<file path="src/inc/logic_cell_pkg.sv">
// constants, field layouts and carriers for one configurable logic cell
// assumes a single 20 MHz clock and an 8-bit system bus with byte-wide registers
package logic_cell_pkg;
	localparam int unsigned DATA_W = 8;
	localparam int unsigned ADDR_W = 4;
	localparam int unsigned PLD_COUNT = 2;
	localparam int unsigned PLD_IN = 12;
	localparam int unsigned PLD_TERMS = 8;
	localparam int unsigned PLD_OUTS = 4;
	localparam int unsigned QUEUE_DEPTH = 4;
	localparam int unsigned CFG_WORDS = 8;
	localparam int unsigned CFG_W = 16;
	localparam int unsigned CFG_IDX_W = 3;
	localparam int unsigned COND_W = 8;
	localparam int unsigned CTRL_OUT_W = 4;
	localparam int unsigned STATUS_IN_W = 4;

	// register byte addresses on the system bus
	localparam logic [3:0] ADDR_ACC_ZERO = 4'h0;
	localparam logic [3:0] ADDR_ACC_ONE = 4'h1;
	localparam logic [3:0] ADDR_DATA_ZERO = 4'h2;
	localparam logic [3:0] ADDR_DATA_ONE = 4'h3;
	localparam logic [3:0] ADDR_QUEUE_ZERO = 4'h4;
	localparam logic [3:0] ADDR_QUEUE_ONE = 4'h5;
	localparam logic [3:0] ADDR_CFG_INDEX = 4'h6;
	localparam logic [3:0] ADDR_CFG_LOW = 4'h7;
	localparam logic [3:0] ADDR_CFG_HIGH = 4'h8;
	localparam logic [3:0] ADDR_CONTROL = 4'h9;
	localparam logic [3:0] ADDR_STATUS = 4'ha;
	localparam logic [3:0] ADDR_MASK_ZERO = 4'hb;
	localparam logic [3:0] ADDR_MASK_ONE = 4'hc;

	localparam logic [7:0] RESET_BYTE = 8'h00;
	localparam logic [7:0] MASK_RESET = 8'hff;
	localparam logic [15:0] CFG_RESET = 16'h0000;

	// control register bits
	localparam int unsigned CTRL_DP_RUN = 0;
	localparam int unsigned CTRL_SOFT_RESET = 1;
	localparam int unsigned CTRL_PLD_RUN = 2;
	localparam int unsigned CTRL_OUT_LSB = 4;

	// status register bits
	localparam int unsigned STAT_Q0_OVERFLOW = 0;
	localparam int unsigned STAT_Q1_UNDERFLOW = 1;
	localparam int unsigned STAT_Q0_FULL = 2;
	localparam int unsigned STAT_Q1_NONEMPTY = 3;
	localparam int unsigned STAT_IN_LSB = 4;

	// condition output bits
	localparam int unsigned COND_EQ0 = 0;
	localparam int unsigned COND_LT0 = 1;
	localparam int unsigned COND_EQ1 = 2;
	localparam int unsigned COND_LT1 = 3;
	localparam int unsigned COND_ZERO0 = 4;
	localparam int unsigned COND_ZERO1 = 5;
	localparam int unsigned COND_ONES0 = 6;
	localparam int unsigned COND_OVERFLOW = 7;

	typedef enum logic [2:0] {
		OP_INC, OP_DEC, OP_ADD, OP_SUB, OP_AND, OP_OR, OP_XOR, OP_PASS
	} alu_op_e;

	typedef enum logic [1:0] {SRC_ACC0, SRC_ACC1, SRC_DATA0, SRC_DATA1} src_sel_e;
	typedef enum logic [1:0] {SH_NONE, SH_LEFT, SH_RIGHT, SH_SWAP} shift_e;

	// one datapath configuration word, msb first
	typedef struct packed {
		logic out_from_alu;
		logic push_out;
		src_sel_e load_dest;
		logic pop_in;
		shift_e shift;
		logic wr_acc1;
		logic wr_acc0;
		src_sel_e src_b;
		src_sel_e src_a;
		alu_op_e op;
	} dp_cfg_s;

	typedef struct packed {
		logic [PLD_IN-1:0] use_in;
		logic [PLD_IN-1:0] invert;
	} term_cfg_s;

	typedef struct packed {
		term_cfg_s [PLD_TERMS-1:0] term;
		logic [PLD_OUTS-1:0][PLD_TERMS-1:0] or_sel;
		logic [PLD_OUTS-1:0] reg_sel;
	} pld_cfg_s;

	typedef struct packed {
		logic [ADDR_W-1:0] addr;
		logic wr;
		logic rd;
		logic [DATA_W-1:0] wdata;
	} bus_req_s;
endpackage

</file>
<file path="src/core/byte_queue.sv">
// small first-in first-out buffer with valid/ready on both sides
// assumes a synchronous active-high reset and one clock
`timescale 1ns/10ps
module byte_queue #(
	parameter int unsigned WIDTH = 8,
	parameter int unsigned DEPTH = 4
) (
	input wire logic mclk,
	input wire logic reset,
	input wire logic in_valid,
	output logic in_ready,
	input wire logic [WIDTH-1:0] in_data,
	output logic out_valid,
	input wire logic out_ready,
	output logic [WIDTH-1:0] out_data
);
	localparam int unsigned PTR_W = $clog2(DEPTH);
	localparam int unsigned CNT_W = $clog2(DEPTH + 1);
	localparam logic [CNT_W-1:0] FULL_COUNT = CNT_W'(DEPTH);
	localparam logic [PTR_W-1:0] LAST_PTR = PTR_W'(DEPTH - 1);

	logic [WIDTH-1:0] mem_q [DEPTH];
	logic [PTR_W-1:0] wr_ptr_q;
	logic [PTR_W-1:0] rd_ptr_q;
	logic [CNT_W-1:0] count_q;
	logic push;
	logic pop;

	assign in_ready = (count_q != FULL_COUNT);
	assign out_valid = (count_q != '0);
	assign out_data = mem_q[rd_ptr_q];
	assign push = in_valid && in_ready;
	assign pop = out_valid && out_ready;

	always_ff @(posedge mclk) begin
		if (push) begin
			mem_q[wr_ptr_q] <= in_data;
		end
	end

	always_ff @(posedge mclk) begin
		if (reset) begin
			wr_ptr_q <= '0;
			rd_ptr_q <= '0;
		end else begin
			if (push) begin
				wr_ptr_q <= (wr_ptr_q == LAST_PTR) ? '0 : wr_ptr_q + 1'b1;
			end
			if (pop) begin
				rd_ptr_q <= (rd_ptr_q == LAST_PTR) ? '0 : rd_ptr_q + 1'b1;
			end
		end
	end

	always_ff @(posedge mclk) begin
		if (reset) begin
			count_q <= '0;
		end else if (push && !pop) begin
			count_q <= count_q + 1'b1;
		end else if (pop && !push) begin
			count_q <= count_q - 1'b1;
		end
	end
endmodule

</file>
<file path="src/core/configurable_logic_cell.sv">
// one configurable logic cell: two sum-of-products arrays and an 8-bit datapath
// assumes byte bus requests synchronous to mclk, one request per cycle at most
`timescale 1ns/10ps
module configurable_logic_cell (
	input wire logic mclk,
	input wire logic reset,
	input wire logic_cell_pkg::bus_req_s bus_req,
	output logic [7:0] bus_rdata_q,
	output logic bus_rvalid_q,
	input wire logic [logic_cell_pkg::PLD_COUNT-1:0][logic_cell_pkg::PLD_IN-1:0] pld_in,
	input wire logic_cell_pkg::pld_cfg_s [logic_cell_pkg::PLD_COUNT-1:0] pld_cfg,
	output logic [logic_cell_pkg::PLD_COUNT-1:0][logic_cell_pkg::PLD_OUTS-1:0] pld_out,
	input wire logic [logic_cell_pkg::CFG_IDX_W-1:0] cfg_sel,
	output logic [logic_cell_pkg::COND_W-1:0] cond_q,
	input wire logic [logic_cell_pkg::STATUS_IN_W-1:0] status_in,
	output logic [7:0] ctrl_q
);
	logic cell_rst;
	logic dp_run;
	logic pld_run;
	logic [7:0] acc0_q;
	logic [7:0] acc1_q;
	logic [7:0] data0_q;
	logic [7:0] data1_q;
	logic [7:0] mask0_q;
	logic [7:0] mask1_q;
	logic [2:0] cfg_index_q;
	logic [7:0] cfg_low_q;
	logic [15:0] cfg_mem_q [logic_cell_pkg::CFG_WORDS];
	logic q0_overflow_q;
	logic q1_underflow_q;
	logic_cell_pkg::dp_cfg_s cfg;
	logic [7:0] src_a;
	logic [7:0] src_b;
	logic [8:0] alu_wide;
	logic [7:0] alu_res;
	logic [7:0] shifted;
	logic stall;
	logic step;
	logic wr_hit;
	logic rd_hit;
	logic q0_in_ready;
	logic q0_out_valid;
	logic [7:0] q0_out_data;
	logic q1_in_ready;
	logic q1_out_valid;
	logic [7:0] q1_out_data;
	logic [7:0] q1_push_data;
	logic [7:0] load_byte;
	logic [7:0] read_mux;
	logic [7:0] status_byte;

	// local reset and run gating
	assign cell_rst = reset || ctrl_q[logic_cell_pkg::CTRL_SOFT_RESET];
	assign dp_run = ctrl_q[logic_cell_pkg::CTRL_DP_RUN];
	assign pld_run = ctrl_q[logic_cell_pkg::CTRL_PLD_RUN];

	// two arrays, each output may share any of the eight terms
	for (genvar p = 0; p < logic_cell_pkg::PLD_COUNT; p++) begin : g_pld
		logic [logic_cell_pkg::PLD_TERMS-1:0] terms;
		logic [logic_cell_pkg::PLD_OUTS-1:0] sums;
		logic [logic_cell_pkg::PLD_OUTS-1:0] sum_q;
		for (genvar t = 0; t < logic_cell_pkg::PLD_TERMS; t++) begin : g_term
			// unused inputs force a one into the AND
			assign terms[t] = &(~pld_cfg[p].term[t].use_in |
				(pld_in[p] ^ pld_cfg[p].term[t].invert));
		end
		for (genvar o = 0; o < logic_cell_pkg::PLD_OUTS; o++) begin : g_out
			assign sums[o] = |(terms & pld_cfg[p].or_sel[o]);
			assign pld_out[p][o] = pld_cfg[p].reg_sel[o] ? sum_q[o] : sums[o];
		end
		always_ff @(posedge mclk) begin
			if (cell_rst) begin
				sum_q <= '0;
			end else if (pld_run) begin
				sum_q <= sums;
			end
		end

	end

	// operation chosen cycle by cycle from routed address
	assign cfg = logic_cell_pkg::dp_cfg_s'(cfg_mem_q[cfg_sel]);

	function automatic logic [7:0] pick(input logic_cell_pkg::src_sel_e s,
		input logic [7:0] a0, input logic [7:0] a1, input logic [7:0] d0, input logic [7:0] d1);
		unique case (s)
			logic_cell_pkg::SRC_ACC0: pick = a0;
			logic_cell_pkg::SRC_ACC1: pick = a1;
			logic_cell_pkg::SRC_DATA0: pick = d0;
			logic_cell_pkg::SRC_DATA1: pick = d1;
		endcase
	endfunction

	assign src_a = pick(cfg.src_a, acc0_q, acc1_q, data0_q, data1_q);
	assign src_b = pick(cfg.src_b, acc0_q, acc1_q, data0_q, data1_q);

	always_comb begin
		unique case (cfg.op)
			logic_cell_pkg::OP_INC: alu_wide = {1'b0, src_a} + 9'h001;
			logic_cell_pkg::OP_DEC: alu_wide = {1'b0, src_a} - 9'h001;
			logic_cell_pkg::OP_ADD: alu_wide = {1'b0, src_a} + {1'b0, src_b};
			logic_cell_pkg::OP_SUB: alu_wide = {1'b0, src_a} - {1'b0, src_b};
			logic_cell_pkg::OP_AND: alu_wide = {1'b0, src_a & src_b};
			logic_cell_pkg::OP_OR: alu_wide = {1'b0, src_a | src_b};
			logic_cell_pkg::OP_XOR: alu_wide = {1'b0, src_a ^ src_b};
			logic_cell_pkg::OP_PASS: alu_wide = {1'b0, src_a};
		endcase
	end
	assign alu_res = alu_wide[7:0];

	always_comb begin
		unique case (cfg.shift)
			logic_cell_pkg::SH_NONE: shifted = alu_res;
			logic_cell_pkg::SH_LEFT: shifted = {alu_res[6:0], 1'b0};
			logic_cell_pkg::SH_RIGHT: shifted = {1'b0, alu_res[7:1]};
			logic_cell_pkg::SH_SWAP: shifted = {alu_res[3:0], alu_res[7:4]};
		endcase
	end

	// a starved input or a full output queue freezes the whole step
	assign stall = (cfg.pop_in && !q0_out_valid) || (cfg.push_out && !q1_in_ready);
	assign step = dp_run && !stall;
	assign load_byte = q0_out_data;
	assign q1_push_data = cfg.out_from_alu ? shifted : acc0_q;

	assign wr_hit = bus_req.wr;
	assign rd_hit = bus_req.rd;

	// bus writes take priority over a datapath result in the same cycle
	always_ff @(posedge mclk) begin
		if (cell_rst) begin
			acc0_q <= logic_cell_pkg::RESET_BYTE;
			acc1_q <= logic_cell_pkg::RESET_BYTE;
		end else begin
			if (wr_hit && bus_req.addr == logic_cell_pkg::ADDR_ACC_ZERO) begin
				acc0_q <= bus_req.wdata;
			end else if (step && cfg.pop_in && cfg.load_dest == logic_cell_pkg::SRC_ACC0) begin
				acc0_q <= load_byte;
			end else if (step && cfg.wr_acc0) begin
				acc0_q <= shifted;
			end
			if (wr_hit && bus_req.addr == logic_cell_pkg::ADDR_ACC_ONE) begin
				acc1_q <= bus_req.wdata;
			end else if (step && cfg.pop_in && cfg.load_dest == logic_cell_pkg::SRC_ACC1) begin
				acc1_q <= load_byte;
			end else if (step && cfg.wr_acc1) begin
				acc1_q <= shifted;
			end
		end
	end

	always_ff @(posedge mclk) begin
		if (cell_rst) begin
			data0_q <= logic_cell_pkg::RESET_BYTE;
			data1_q <= logic_cell_pkg::RESET_BYTE;
		end else begin
			if (wr_hit && bus_req.addr == logic_cell_pkg::ADDR_DATA_ZERO) begin
				data0_q <= bus_req.wdata;
			end else if (step && cfg.pop_in && cfg.load_dest == logic_cell_pkg::SRC_DATA0) begin
				data0_q <= load_byte;
			end
			if (wr_hit && bus_req.addr == logic_cell_pkg::ADDR_DATA_ONE) begin
				data1_q <= bus_req.wdata;
			end else if (step && cfg.pop_in && cfg.load_dest == logic_cell_pkg::SRC_DATA1) begin
				data1_q <= load_byte;
			end
		end
	end

	// masks, config index and staged low byte survive a soft reset
	always_ff @(posedge mclk) begin
		if (reset) begin
			mask0_q <= logic_cell_pkg::MASK_RESET;
			mask1_q <= logic_cell_pkg::MASK_RESET;
			cfg_index_q <= '0;
			cfg_low_q <= logic_cell_pkg::RESET_BYTE;
			ctrl_q <= logic_cell_pkg::RESET_BYTE;
		end else if (wr_hit) begin
			unique case (bus_req.addr)
				logic_cell_pkg::ADDR_MASK_ZERO: mask0_q <= bus_req.wdata;
				logic_cell_pkg::ADDR_MASK_ONE: mask1_q <= bus_req.wdata;
				logic_cell_pkg::ADDR_CFG_INDEX: cfg_index_q <= bus_req.wdata[2:0];
				logic_cell_pkg::ADDR_CFG_LOW: cfg_low_q <= bus_req.wdata;
				logic_cell_pkg::ADDR_CONTROL: ctrl_q <= bus_req.wdata;
				default: ;
			endcase
		end
	end

	// high byte write commits the whole word, so a step never sees half of one
	always_ff @(posedge mclk) begin
		if (reset) begin
			for (int i = 0; i < logic_cell_pkg::CFG_WORDS; i++) begin
				cfg_mem_q[i] <= logic_cell_pkg::CFG_RESET;
			end
		end else if (wr_hit && bus_req.addr == logic_cell_pkg::ADDR_CFG_HIGH) begin
			cfg_mem_q[cfg_index_q] <= {bus_req.wdata, cfg_low_q};
		end
	end

	byte_queue #(.WIDTH(logic_cell_pkg::DATA_W), .DEPTH(logic_cell_pkg::QUEUE_DEPTH)) u_queue_in (
		.mclk(mclk),
		.reset(cell_rst),
		.in_valid(wr_hit && bus_req.addr == logic_cell_pkg::ADDR_QUEUE_ZERO),
		.in_ready(q0_in_ready),
		.in_data(bus_req.wdata),
		.out_valid(q0_out_valid),
		.out_ready(step && cfg.pop_in),
		.out_data(q0_out_data)
	);

	byte_queue #(.WIDTH(logic_cell_pkg::DATA_W), .DEPTH(logic_cell_pkg::QUEUE_DEPTH)) u_queue_out (
		.mclk(mclk),
		.reset(cell_rst),
		.in_valid(step && cfg.push_out),
		.in_ready(q1_in_ready),
		.in_data(q1_push_data),
		.out_valid(q1_out_valid),
		.out_ready(rd_hit && bus_req.addr == logic_cell_pkg::ADDR_QUEUE_ONE),
		.out_data(q1_out_data)
	);

	// sticky errors clear on status read; a new event in that cycle wins
	always_ff @(posedge mclk) begin
		if (cell_rst) begin
			q0_overflow_q <= 1'b0;
			q1_underflow_q <= 1'b0;
		end else begin
			if (wr_hit && bus_req.addr == logic_cell_pkg::ADDR_QUEUE_ZERO && !q0_in_ready) begin
				q0_overflow_q <= 1'b1;
			end else if (rd_hit && bus_req.addr == logic_cell_pkg::ADDR_STATUS) begin
				q0_overflow_q <= 1'b0;
			end
			if (rd_hit && bus_req.addr == logic_cell_pkg::ADDR_QUEUE_ONE && !q1_out_valid) begin
				q1_underflow_q <= 1'b1;
			end else if (rd_hit && bus_req.addr == logic_cell_pkg::ADDR_STATUS) begin
				q1_underflow_q <= 1'b0;
			end
		end
	end

	assign status_byte = {status_in, q1_out_valid, !q0_in_ready, q1_underflow_q,
		q0_overflow_q};

	always_comb begin
		unique case (bus_req.addr)
			logic_cell_pkg::ADDR_ACC_ZERO: read_mux = acc0_q;
			logic_cell_pkg::ADDR_ACC_ONE: read_mux = acc1_q;
			logic_cell_pkg::ADDR_DATA_ZERO: read_mux = data0_q;
			logic_cell_pkg::ADDR_DATA_ONE: read_mux = data1_q;
			logic_cell_pkg::ADDR_QUEUE_ONE: read_mux = q1_out_valid ? q1_out_data : 8'h00;
			logic_cell_pkg::ADDR_CFG_INDEX: read_mux = {5'h00, cfg_index_q};
			logic_cell_pkg::ADDR_CFG_LOW: read_mux = cfg_mem_q[cfg_index_q][7:0];
			logic_cell_pkg::ADDR_CFG_HIGH: read_mux = cfg_mem_q[cfg_index_q][15:8];
			logic_cell_pkg::ADDR_CONTROL: read_mux = ctrl_q;
			logic_cell_pkg::ADDR_STATUS: read_mux = status_byte;
			logic_cell_pkg::ADDR_MASK_ZERO: read_mux = mask0_q;
			logic_cell_pkg::ADDR_MASK_ONE: read_mux = mask1_q;
			default: read_mux = 8'h00;
		endcase
	end

	always_ff @(posedge mclk) begin
		if (reset) begin
			bus_rdata_q <= logic_cell_pkg::RESET_BYTE;
			bus_rvalid_q <= 1'b0;
		end else begin
			bus_rvalid_q <= rd_hit;
			bus_rdata_q <= rd_hit ? read_mux : 8'h00;
		end
	end

	// conditions are registered, one cycle behind the operands
	always_ff @(posedge mclk) begin
		if (cell_rst) begin
			cond_q <= '0;
		end else begin
			cond_q[logic_cell_pkg::COND_EQ0] <= (acc0_q & mask0_q) == (data0_q & mask0_q);
			cond_q[logic_cell_pkg::COND_LT0] <= (acc0_q & mask0_q) < (data0_q & mask0_q);
			cond_q[logic_cell_pkg::COND_EQ1] <= (acc1_q & mask1_q) == (data1_q & mask1_q);
			cond_q[logic_cell_pkg::COND_LT1] <= (acc1_q & mask1_q) < (data1_q & mask1_q);
			cond_q[logic_cell_pkg::COND_ZERO0] <= (acc0_q == 8'h00);
			cond_q[logic_cell_pkg::COND_ZERO1] <= (acc1_q == 8'h00);
			cond_q[logic_cell_pkg::COND_ONES0] <= (acc0_q == 8'hff);
			cond_q[logic_cell_pkg::COND_OVERFLOW] <= step && alu_wide[8];
		end
	end
endmodule

</file>
<file path="config.mk">
export PLATFORM = sky130hd
export DESIGN_NAME = configurable_logic_cell
export DESIGN_NICKNAME = d
export VERILOG_FILES = /design/src/inc/logic_cell_pkg.sv /design/src/core/byte_queue.sv /design/src/core/configurable_logic_cell.sv
export SDC_FILE = /design/constraint.sdc
export NUM_CORES = 1
export LEC_CHECK = 0
export BUFFER_PORTS_ARGS = -buffer_cell sky130_fd_sc_hd__buf_2
export CORE_MARGIN = 1.5
export CORE_UTILIZATION = 45
export DETAILED_ROUTE_END_ITERATION = 10
export PLACE_DENSITY = 0.75
export SYNTH_ARGS = -nofsm -noshare
export SYNTH_HDL_FRONTEND = slang
export SYNTH_HIERARCHICAL = 1
export SYNTH_SLANG_ARGS = --single-unit
</file>
<file path="constraint.sdc">
create_clock -name mclk -period 6.2 [get_ports mclk]
set_clock_uncertainty 0.15 [all_clocks]
set_input_delay 0.62 -clock mclk [delete_from_list [all_inputs] [get_ports mclk]]
set_output_delay 0.62 -clock mclk [all_outputs]
set_load 0.05 [all_outputs]
</file>
## Word level (Yosys, flattened, before mapping)

Memories as Yosys holds them, arrays and structs flattened. A register that Yosys moved wholly into a read port is not among the register bits.
Index checks and enable logic that the tools add are counted.

- Flip-flop bits (word level): 108
- Latch bits: 0
- Memory bits (writable): 192
- Bits in read-only memories: 0
- Input bits: 503
- Output and inout port bits: 33
- Logic and storage cells: 287
- Memories kept: 3

Memory list:

| memory | words | width | read ports | clocked after memory_dff | write ports | line | RTL |
|---|---|---|---|---|---|---|---|
| cfg_mem_q | 8 | 16 | 2 | 1 | 8 | configurable_logic_cell.sv:29 | `logic [15:0] cfg_mem_q [logic_cell_pkg::CFG_WORDS];` |
| u_queue_in.mem_q | 4 | 8 | 1 | 1 | 1 | byte_queue.sv:22 | `logic [WIDTH-1:0] mem_q [DEPTH];` |
| u_queue_out.mem_q | 4 | 8 | 1 | 1 | 1 | byte_queue.sv:22 |  |

- Add/subtract/negate cells: 12
- Multipliers: 0
- Divide/modulo/power cells: 0
- $lt $le $gt $ge: 2
- Equal/unequal tests: 40
- Shift-type cells: 0
- Muxes and demuxes: 54
- Bitwise operators: 64
- Reductions and logical operators: 90

Operators with widths:

| operator | count |
|---|---|
| $not A12 Y12 | 16 |
| $or A12 B12 Y12 | 16 |
| $reduce_and A12 Y1 | 16 |
| $xor A12 B12 Y12 | 16 |
| $and A8 B8 Y8 | 13 |
| $mux W8 | 12 |
| $pmux W8 S12 | 1 |
| $pmux W8 S4 | 3 |
| $pmux W9 S8 | 1 |
| $reduce_or A8 Y1 | 8 |
| $logic_and A1 B1 Y1 | 30 |
| $eq A2 B2 Y1 const B | 12 |
| $mux W1 | 21 |
| $mux W3 | 7 |
| $eq A4 B4 Y1 const B | 5 |
| $eq A4 B3 Y1 const B | 4 |
| $eq A8 B8 Y1 | 2 |
| $logic_not A8 Y1 | 2 |
| $lt A8 B8 Y1 | 2 |
| $mux W16 | 1 |
| $mux W2 | 8 |
| $reduce_or A16 Y1 | 1 |
| $eq A3 B3 Y1 const B | 4 |
| $reduce_bool A2 Y1 | 6 |
| other kinds (25) | 55 |

## Logic depth before layout (Yosys ltp)

- Depth after elaboration: 12
- Gate-level depth with buffers: 21
- Depth with buffers taken out: 19

## Modules after synthesis

The synthesis kept the hierarchy.

By module, submodules not included:

| module | times used | cells an instance | area each (um2) | sequential area each (um2) |
|---|---|---|---|---|
| configurable_logic_cell | 1 | 1,698 | 16,988.8 | 5,785.5 |
| byte_queue | 2 | 90 | 1,634.1 | 1,141.1 |

## Worst setup path before layout

Ideal clock, no wire load.

- Path kind: input port to flip-flop
- Start point: input cfg_sel[0] (netlist bit)
- End point: memory u_queue_out.mem_q[0][7], data pin
- Library setup time: 201 ps
- Arrival: 4,699 ps
- Required time: 5,849 ps
- Slack: 1,150 ps
- Stages on the path: 21
- Buffers on the path: 2
- Cell sequence: buf_6 -> mux4_2 -> mux2i_4 -> buf_6 -> mux2i_1 -> mux2i_1 -> inv_1 -> ha_1 -> nor3b_1 -> mux2i_1 -> a21oi_1 -> nor2_1 -> ha_1 -> and2_1 -> a31o_2 -> o311a_1 -> o21ai_0 -> nand2_1 -> nor2_1 -> o31ai_1 -> o21ai_0

- Cells in the longest elaborated chain, start to end: 7
- Elaborated cells on any way between the ends: 33
- Classes of those cells: 4 x add/sub; 16 x eq/ne; 5 x mux; 3 x bitwise; 4 x reduce/logical; 1 x memory

RTL lines:

| item | line | RTL |
|---|---|---|
| from (decl) | configurable_logic_cell.sv:13 | `input wire logic [logic_cell_pkg::CFG_IDX_W-1:0] cfg_sel,` |
| $mem_v2 Z8 W16 * | -- |  |
| $eq A2 B2 Y1, or another cell as far along | configurable_logic_cell.sv:87 | `unique case (s)` |
| $pmux W8 S4 | configurable_logic_cell.sv:87 |  |
| $sub A8 B8 Y9, or another cell as far along | configurable_logic_cell.sv:103 | `logic_cell_pkg::OP_SUB: alu_wide = {1'b0, src_a} - {1'b0, src_b};` |
| $pmux W9 S8 | configurable_logic_cell.sv:99 | `unique case (cfg.op)` |
| $pmux W8 S4 | configurable_logic_cell.sv:113 | `unique case (cfg.shift)` |
| $mux W8 * | configurable_logic_cell.sv:125 | `assign q1_push_data = cfg.out_from_alu ? shifted : acc0_q;` |
| net q1_push_data[7] | configurable_logic_cell.sv:48 | `logic [7:0] q1_push_data;` |
| to (decl) | byte_queue.sv:22 |  |

The timed path passes the listed nets; every way through them passes the cells marked *.

==> run metrics <==
Antenna Nets Post-Route 0; Worst Hold Path Cells 2; number of max-cap violations 0; synthesized cell area 20300 sq um; antenna violations before repair 10; half-perimeter wire length after detailed placement ~64 mm; maximum achievable frequency around 0.18 GHz; placement row count between 70 and 80; flop2flop setup slack between 0.7 and 0.8 ns; HP Class reg -> reg; count of state elements after synthesis 307; overall via count from detail_route around 18k; overall die area roughly 46000 sq um; clock slew seen by the registers of the worst setup and hold paths roughly 0.06 ns; count of routing violations after the opening detailed-route iteration 2217; Arrival @ worst endpoint 5.60 ns; result of the run finished clean; commonest cells after routing, fill and taps aside sky130_fd_sc_hd__buf_2 (535), sky130_fd_sc_hd__xnor2_1 (193), sky130_fd_sc_hd__edfxtp_1 (192), sky130_fd_sc_hd__a22oi_1 (156), sky130_fd_sc_hd__and2_1 (148); type of the worst setup path reg -> reg; first drt pass iteration count 8; floorplan core area 44300 sq um; total wirelength of the detailed-routed design 82.6 mm; number of synthesized flops with an enable pin 192; fillers 3828; Hold Crit Endpoint g_pld[1].sum_q[1]; final critical-path share of the clock period 0.884; number of clock sinks seen by CTS just over 300; Syn Area/Cell between 10 and 15 sq um; Area Overhead vs Synth 21.5%; worst slew margin relative to its limit 0.166; count of final max-slew check failures 0; Initial Utilization 0.457; RePlAce Congestion 1.02; registers with the most flip-flops cfg_mem_q x128, u_queue_in/mem_q x32, u_queue_out/mem_q x32; # setup viols final 0; wire length of the first global-routing pass 118 mm; worst-path fanout max 12; ratio of cells with drive above 1 in the final layout 0.328; maximum count of clock buffers along a single path 3; startpoint type of the worst setup path flop; share of the yosys chip area belonging to registers 0.398; Reg-to-Reg End u_queue_out/mem_q[1][7]; Remaining DRCs 0; Biggest register cfg_mem_q; Port-buffer cells 535; TritonCTS clock tree yes; overall track demand over capacity in global routing 0.348; via/cell ratio 6.14; CP Capture Type flop; net count after synthesis 2436; H-tree depth 2; final-layout setup total negative slack 0 ns; placed inst area 23500 sq um; post-synth cell types 74; Inserted Clock Buffers 34; count of yosys warnings during synthesis 6; NumNets Final ~2.9k; time the final worst path needs with I/O delays and setup 5.48 ns; origin of the worst min-delay path g_pld[1].sum_q[1]; Gates resized, CTS repair 0; clock insertion delay at the later pin of the skew report 0.54 ns; total grt overflow 0; Post-CTS Setup Inserts 0; Boundary Pins 536; count of mapped cells out of synthesis roughly 1.9k; wire length per cell after detailed routing 27.6 um; start of the worst register-to-register path cfg_mem_q[7][6]; clk root buf sky130_fd_sc_hd__clkbuf_16; most common cell after layout, fill and taps aside sky130_fd_sc_hd__buf_2; leakage power of the design 0.00972 uW; vias in the first global route 18.3k; FF-to-FF path depth 19; largest net degree at the start of global routing between 50 and 60; worst voltage drop across the vdd grid 0.000166 V; die boundary width between 200 and 250 um; data required time at the worst endpoint 6.32 ns; Vert. Die Dim 215 um; count of final hold-check violations 0; number of flip-flops in the largest register 128; multi-input combinational cell area 11500 sq um; fraction of registers with async set/reset 0; final cell area excluding filler cells 24600 sq um; number of buffers added to fix hold violations after cts 0; end-of-flow core utilization 0.555; footprint of the flip-flops and latches 8070 sq um; most common flop cell mapped by yosys sky130_fd_sc_hd__edfxtp_1; power per cell area 221 nW/um^2; RSZ-0062 raised after global routing false; measured slew at the worst slew-check pin between 1 and 1.5 ns
-- synth_stat cells, types with 9 or more instances --
| cell | instances | area [sq um] |
|---|---|---|
| sky130_fd_sc_hd__a211o_1 | 18 | 158 |
| sky130_fd_sc_hd__a211oi_1 | 18 | 135 |
| sky130_fd_sc_hd__a21oi_1 | 30 | 150 |
| sky130_fd_sc_hd__a22oi_1 | 156 | 1170 |
| sky130_fd_sc_hd__and2_1 | 148 | 926 |
| sky130_fd_sc_hd__buf_1 | 21 | 78.8 |
| sky130_fd_sc_hd__buf_2 | 14 | 70.1 |
| sky130_fd_sc_hd__clkbuf_1 | 75 | 282 |
| sky130_fd_sc_hd__dfxtp_1 | 115 | 2300 |
| sky130_fd_sc_hd__edfxtp_1 | 192 | 5770 |
| sky130_fd_sc_hd__ha_1 | 52 | 651 |
| sky130_fd_sc_hd__inv_1 | 33 | 124 |
| sky130_fd_sc_hd__mux2_2 | 20 | 225 |
| sky130_fd_sc_hd__mux2i_1 | 119 | 1190 |
| sky130_fd_sc_hd__mux4_2 | 82 | 1850 |
| sky130_fd_sc_hd__nand2_1 | 114 | 428 |
| sky130_fd_sc_hd__nand2b_1 | 17 | 106 |
| sky130_fd_sc_hd__nand3_1 | 12 | 60.1 |
| sky130_fd_sc_hd__nand4_1 | 35 | 219 |
| sky130_fd_sc_hd__nor2_1 | 124 | 465 |
| sky130_fd_sc_hd__nor2b_1 | 29 | 181 |
| sky130_fd_sc_hd__nor3_1 | 22 | 110 |
| sky130_fd_sc_hd__o21a_1 | 10 | 75.1 |
| sky130_fd_sc_hd__o21ai_0 | 43 | 215 |
| sky130_fd_sc_hd__o21ai_1 | 9 | 45.0 |
| sky130_fd_sc_hd__o221ai_1 | 15 | 131 |
| sky130_fd_sc_hd__o22ai_1 | 14 | 87.6 |
| sky130_fd_sc_hd__or2_2 | 11 | 68.8 |
| sky130_fd_sc_hd__xnor2_1 | 193 | 1690 |
-- worst max-delay path, cell delays in order (launching register included) --
cell	delay, ns
sky130_fd_sc_hd__edfxtp_1	0.39
sky130_fd_sc_hd__mux4_2	0.52
sky130_fd_sc_hd__mux2i_4	0.41
sky130_fd_sc_hd__buf_4	0.33
sky130_fd_sc_hd__mux2i_1	0.22
sky130_fd_sc_hd__mux2i_1	0.10
sky130_fd_sc_hd__buf_4	0.17
sky130_fd_sc_hd__nor3b_1	0.26
sky130_fd_sc_hd__mux2i_1	0.21
sky130_fd_sc_hd__a21oi_1	0.08
sky130_fd_sc_hd__nor2_1	0.12
sky130_fd_sc_hd__ha_1	0.30
sky130_fd_sc_hd__and2_1	0.21
sky130_fd_sc_hd__a31o_2	0.23
sky130_fd_sc_hd__o311a_1	0.30
sky130_fd_sc_hd__o21ai_0	0.37
sky130_fd_sc_hd__nand2_1	0.10
sky130_fd_sc_hd__nor2_1	0.17
sky130_fd_sc_hd__o31ai_1	0.14
sky130_fd_sc_hd__o21ai_0	0.43
-- per-layer routing --
layer | global-route usage | vias to the layer above | routed length, um
met5 | 0 | - | 25
met4 | 0.197 | 4 | 5390
met3 | 0.0716 | 251 | 7940
met2 | 0.556 | 1197 | 37600
met1 | 0.440 | 8890 | 31700
li1 | - | 8024 | -
-- how the worst max path moves through the flow --
stage / startpoint / endpoint / slack (ns) / cells after the start
after floorplan: cfg_sel[0] / u_queue_out/mem_q[0][7] / 1.15 / 21
after global placement: cfg_sel[0] / u_queue_out/mem_q[2][7] / 0.39 / 20
after detailed placement: cfg_sel[0] / u_queue_out/mem_q[3][7] / 0.25 / 20
after global routing: cfg_mem_q[5][6] / u_queue_out/mem_q[1][1] / 0.34 / 19
after CTS: cfg_sel[0] / u_queue_out/mem_q[2][7] / 0.78 / 20
final: cfg_mem_q[7][6] / u_queue_out/mem_q[1][7] / 0.72 / 19
-- layout make-up --
class                   count  area share
multi-input cells        1417       0.469
flip-flops and latches    307       0.328
clock inverters            18     0.00879
clock buffers              43      0.0380
inverters                  35     0.00534
diodes                      5    0.000508
repair buffers            573       0.120
well taps                 592      0.0301
-- metrics by stage --
step	hold WS, ns	total power [uW]	instances	worst slack [ns]
detailed placement	0.332	3350	2924	0.252
global placement	0.317	3330	2924	0.388
CTS	0.331	5440	2985	0.775
floorplan	0.304	2900	1878	1.15
finish	0.339	5450	2990	0.717
global route	0.366	5600	2989	0.345
-- power breakdown --
group | internal, uW | switching [uW]
clock network | 1250 | 868
logic | 439 | 637
registers | 2220 | 38.4
-- logic make-up after synthesis --
kind of cell / after synthesis / share of synthesized area
AO/OA/AOI/OAI: 373 / 0.133
AND/OR/NAND/NOR: 556 / 0.144
multiplexers: 232 / 0.171
flip-flops: 307 / 0.398
XOR/XNOR: 201 / 0.0869
buffers and inverters: 154 / 0.0319
adder cells (fa/ha/maj): 55 / 0.0351
(Power assumes the default switching activity.)
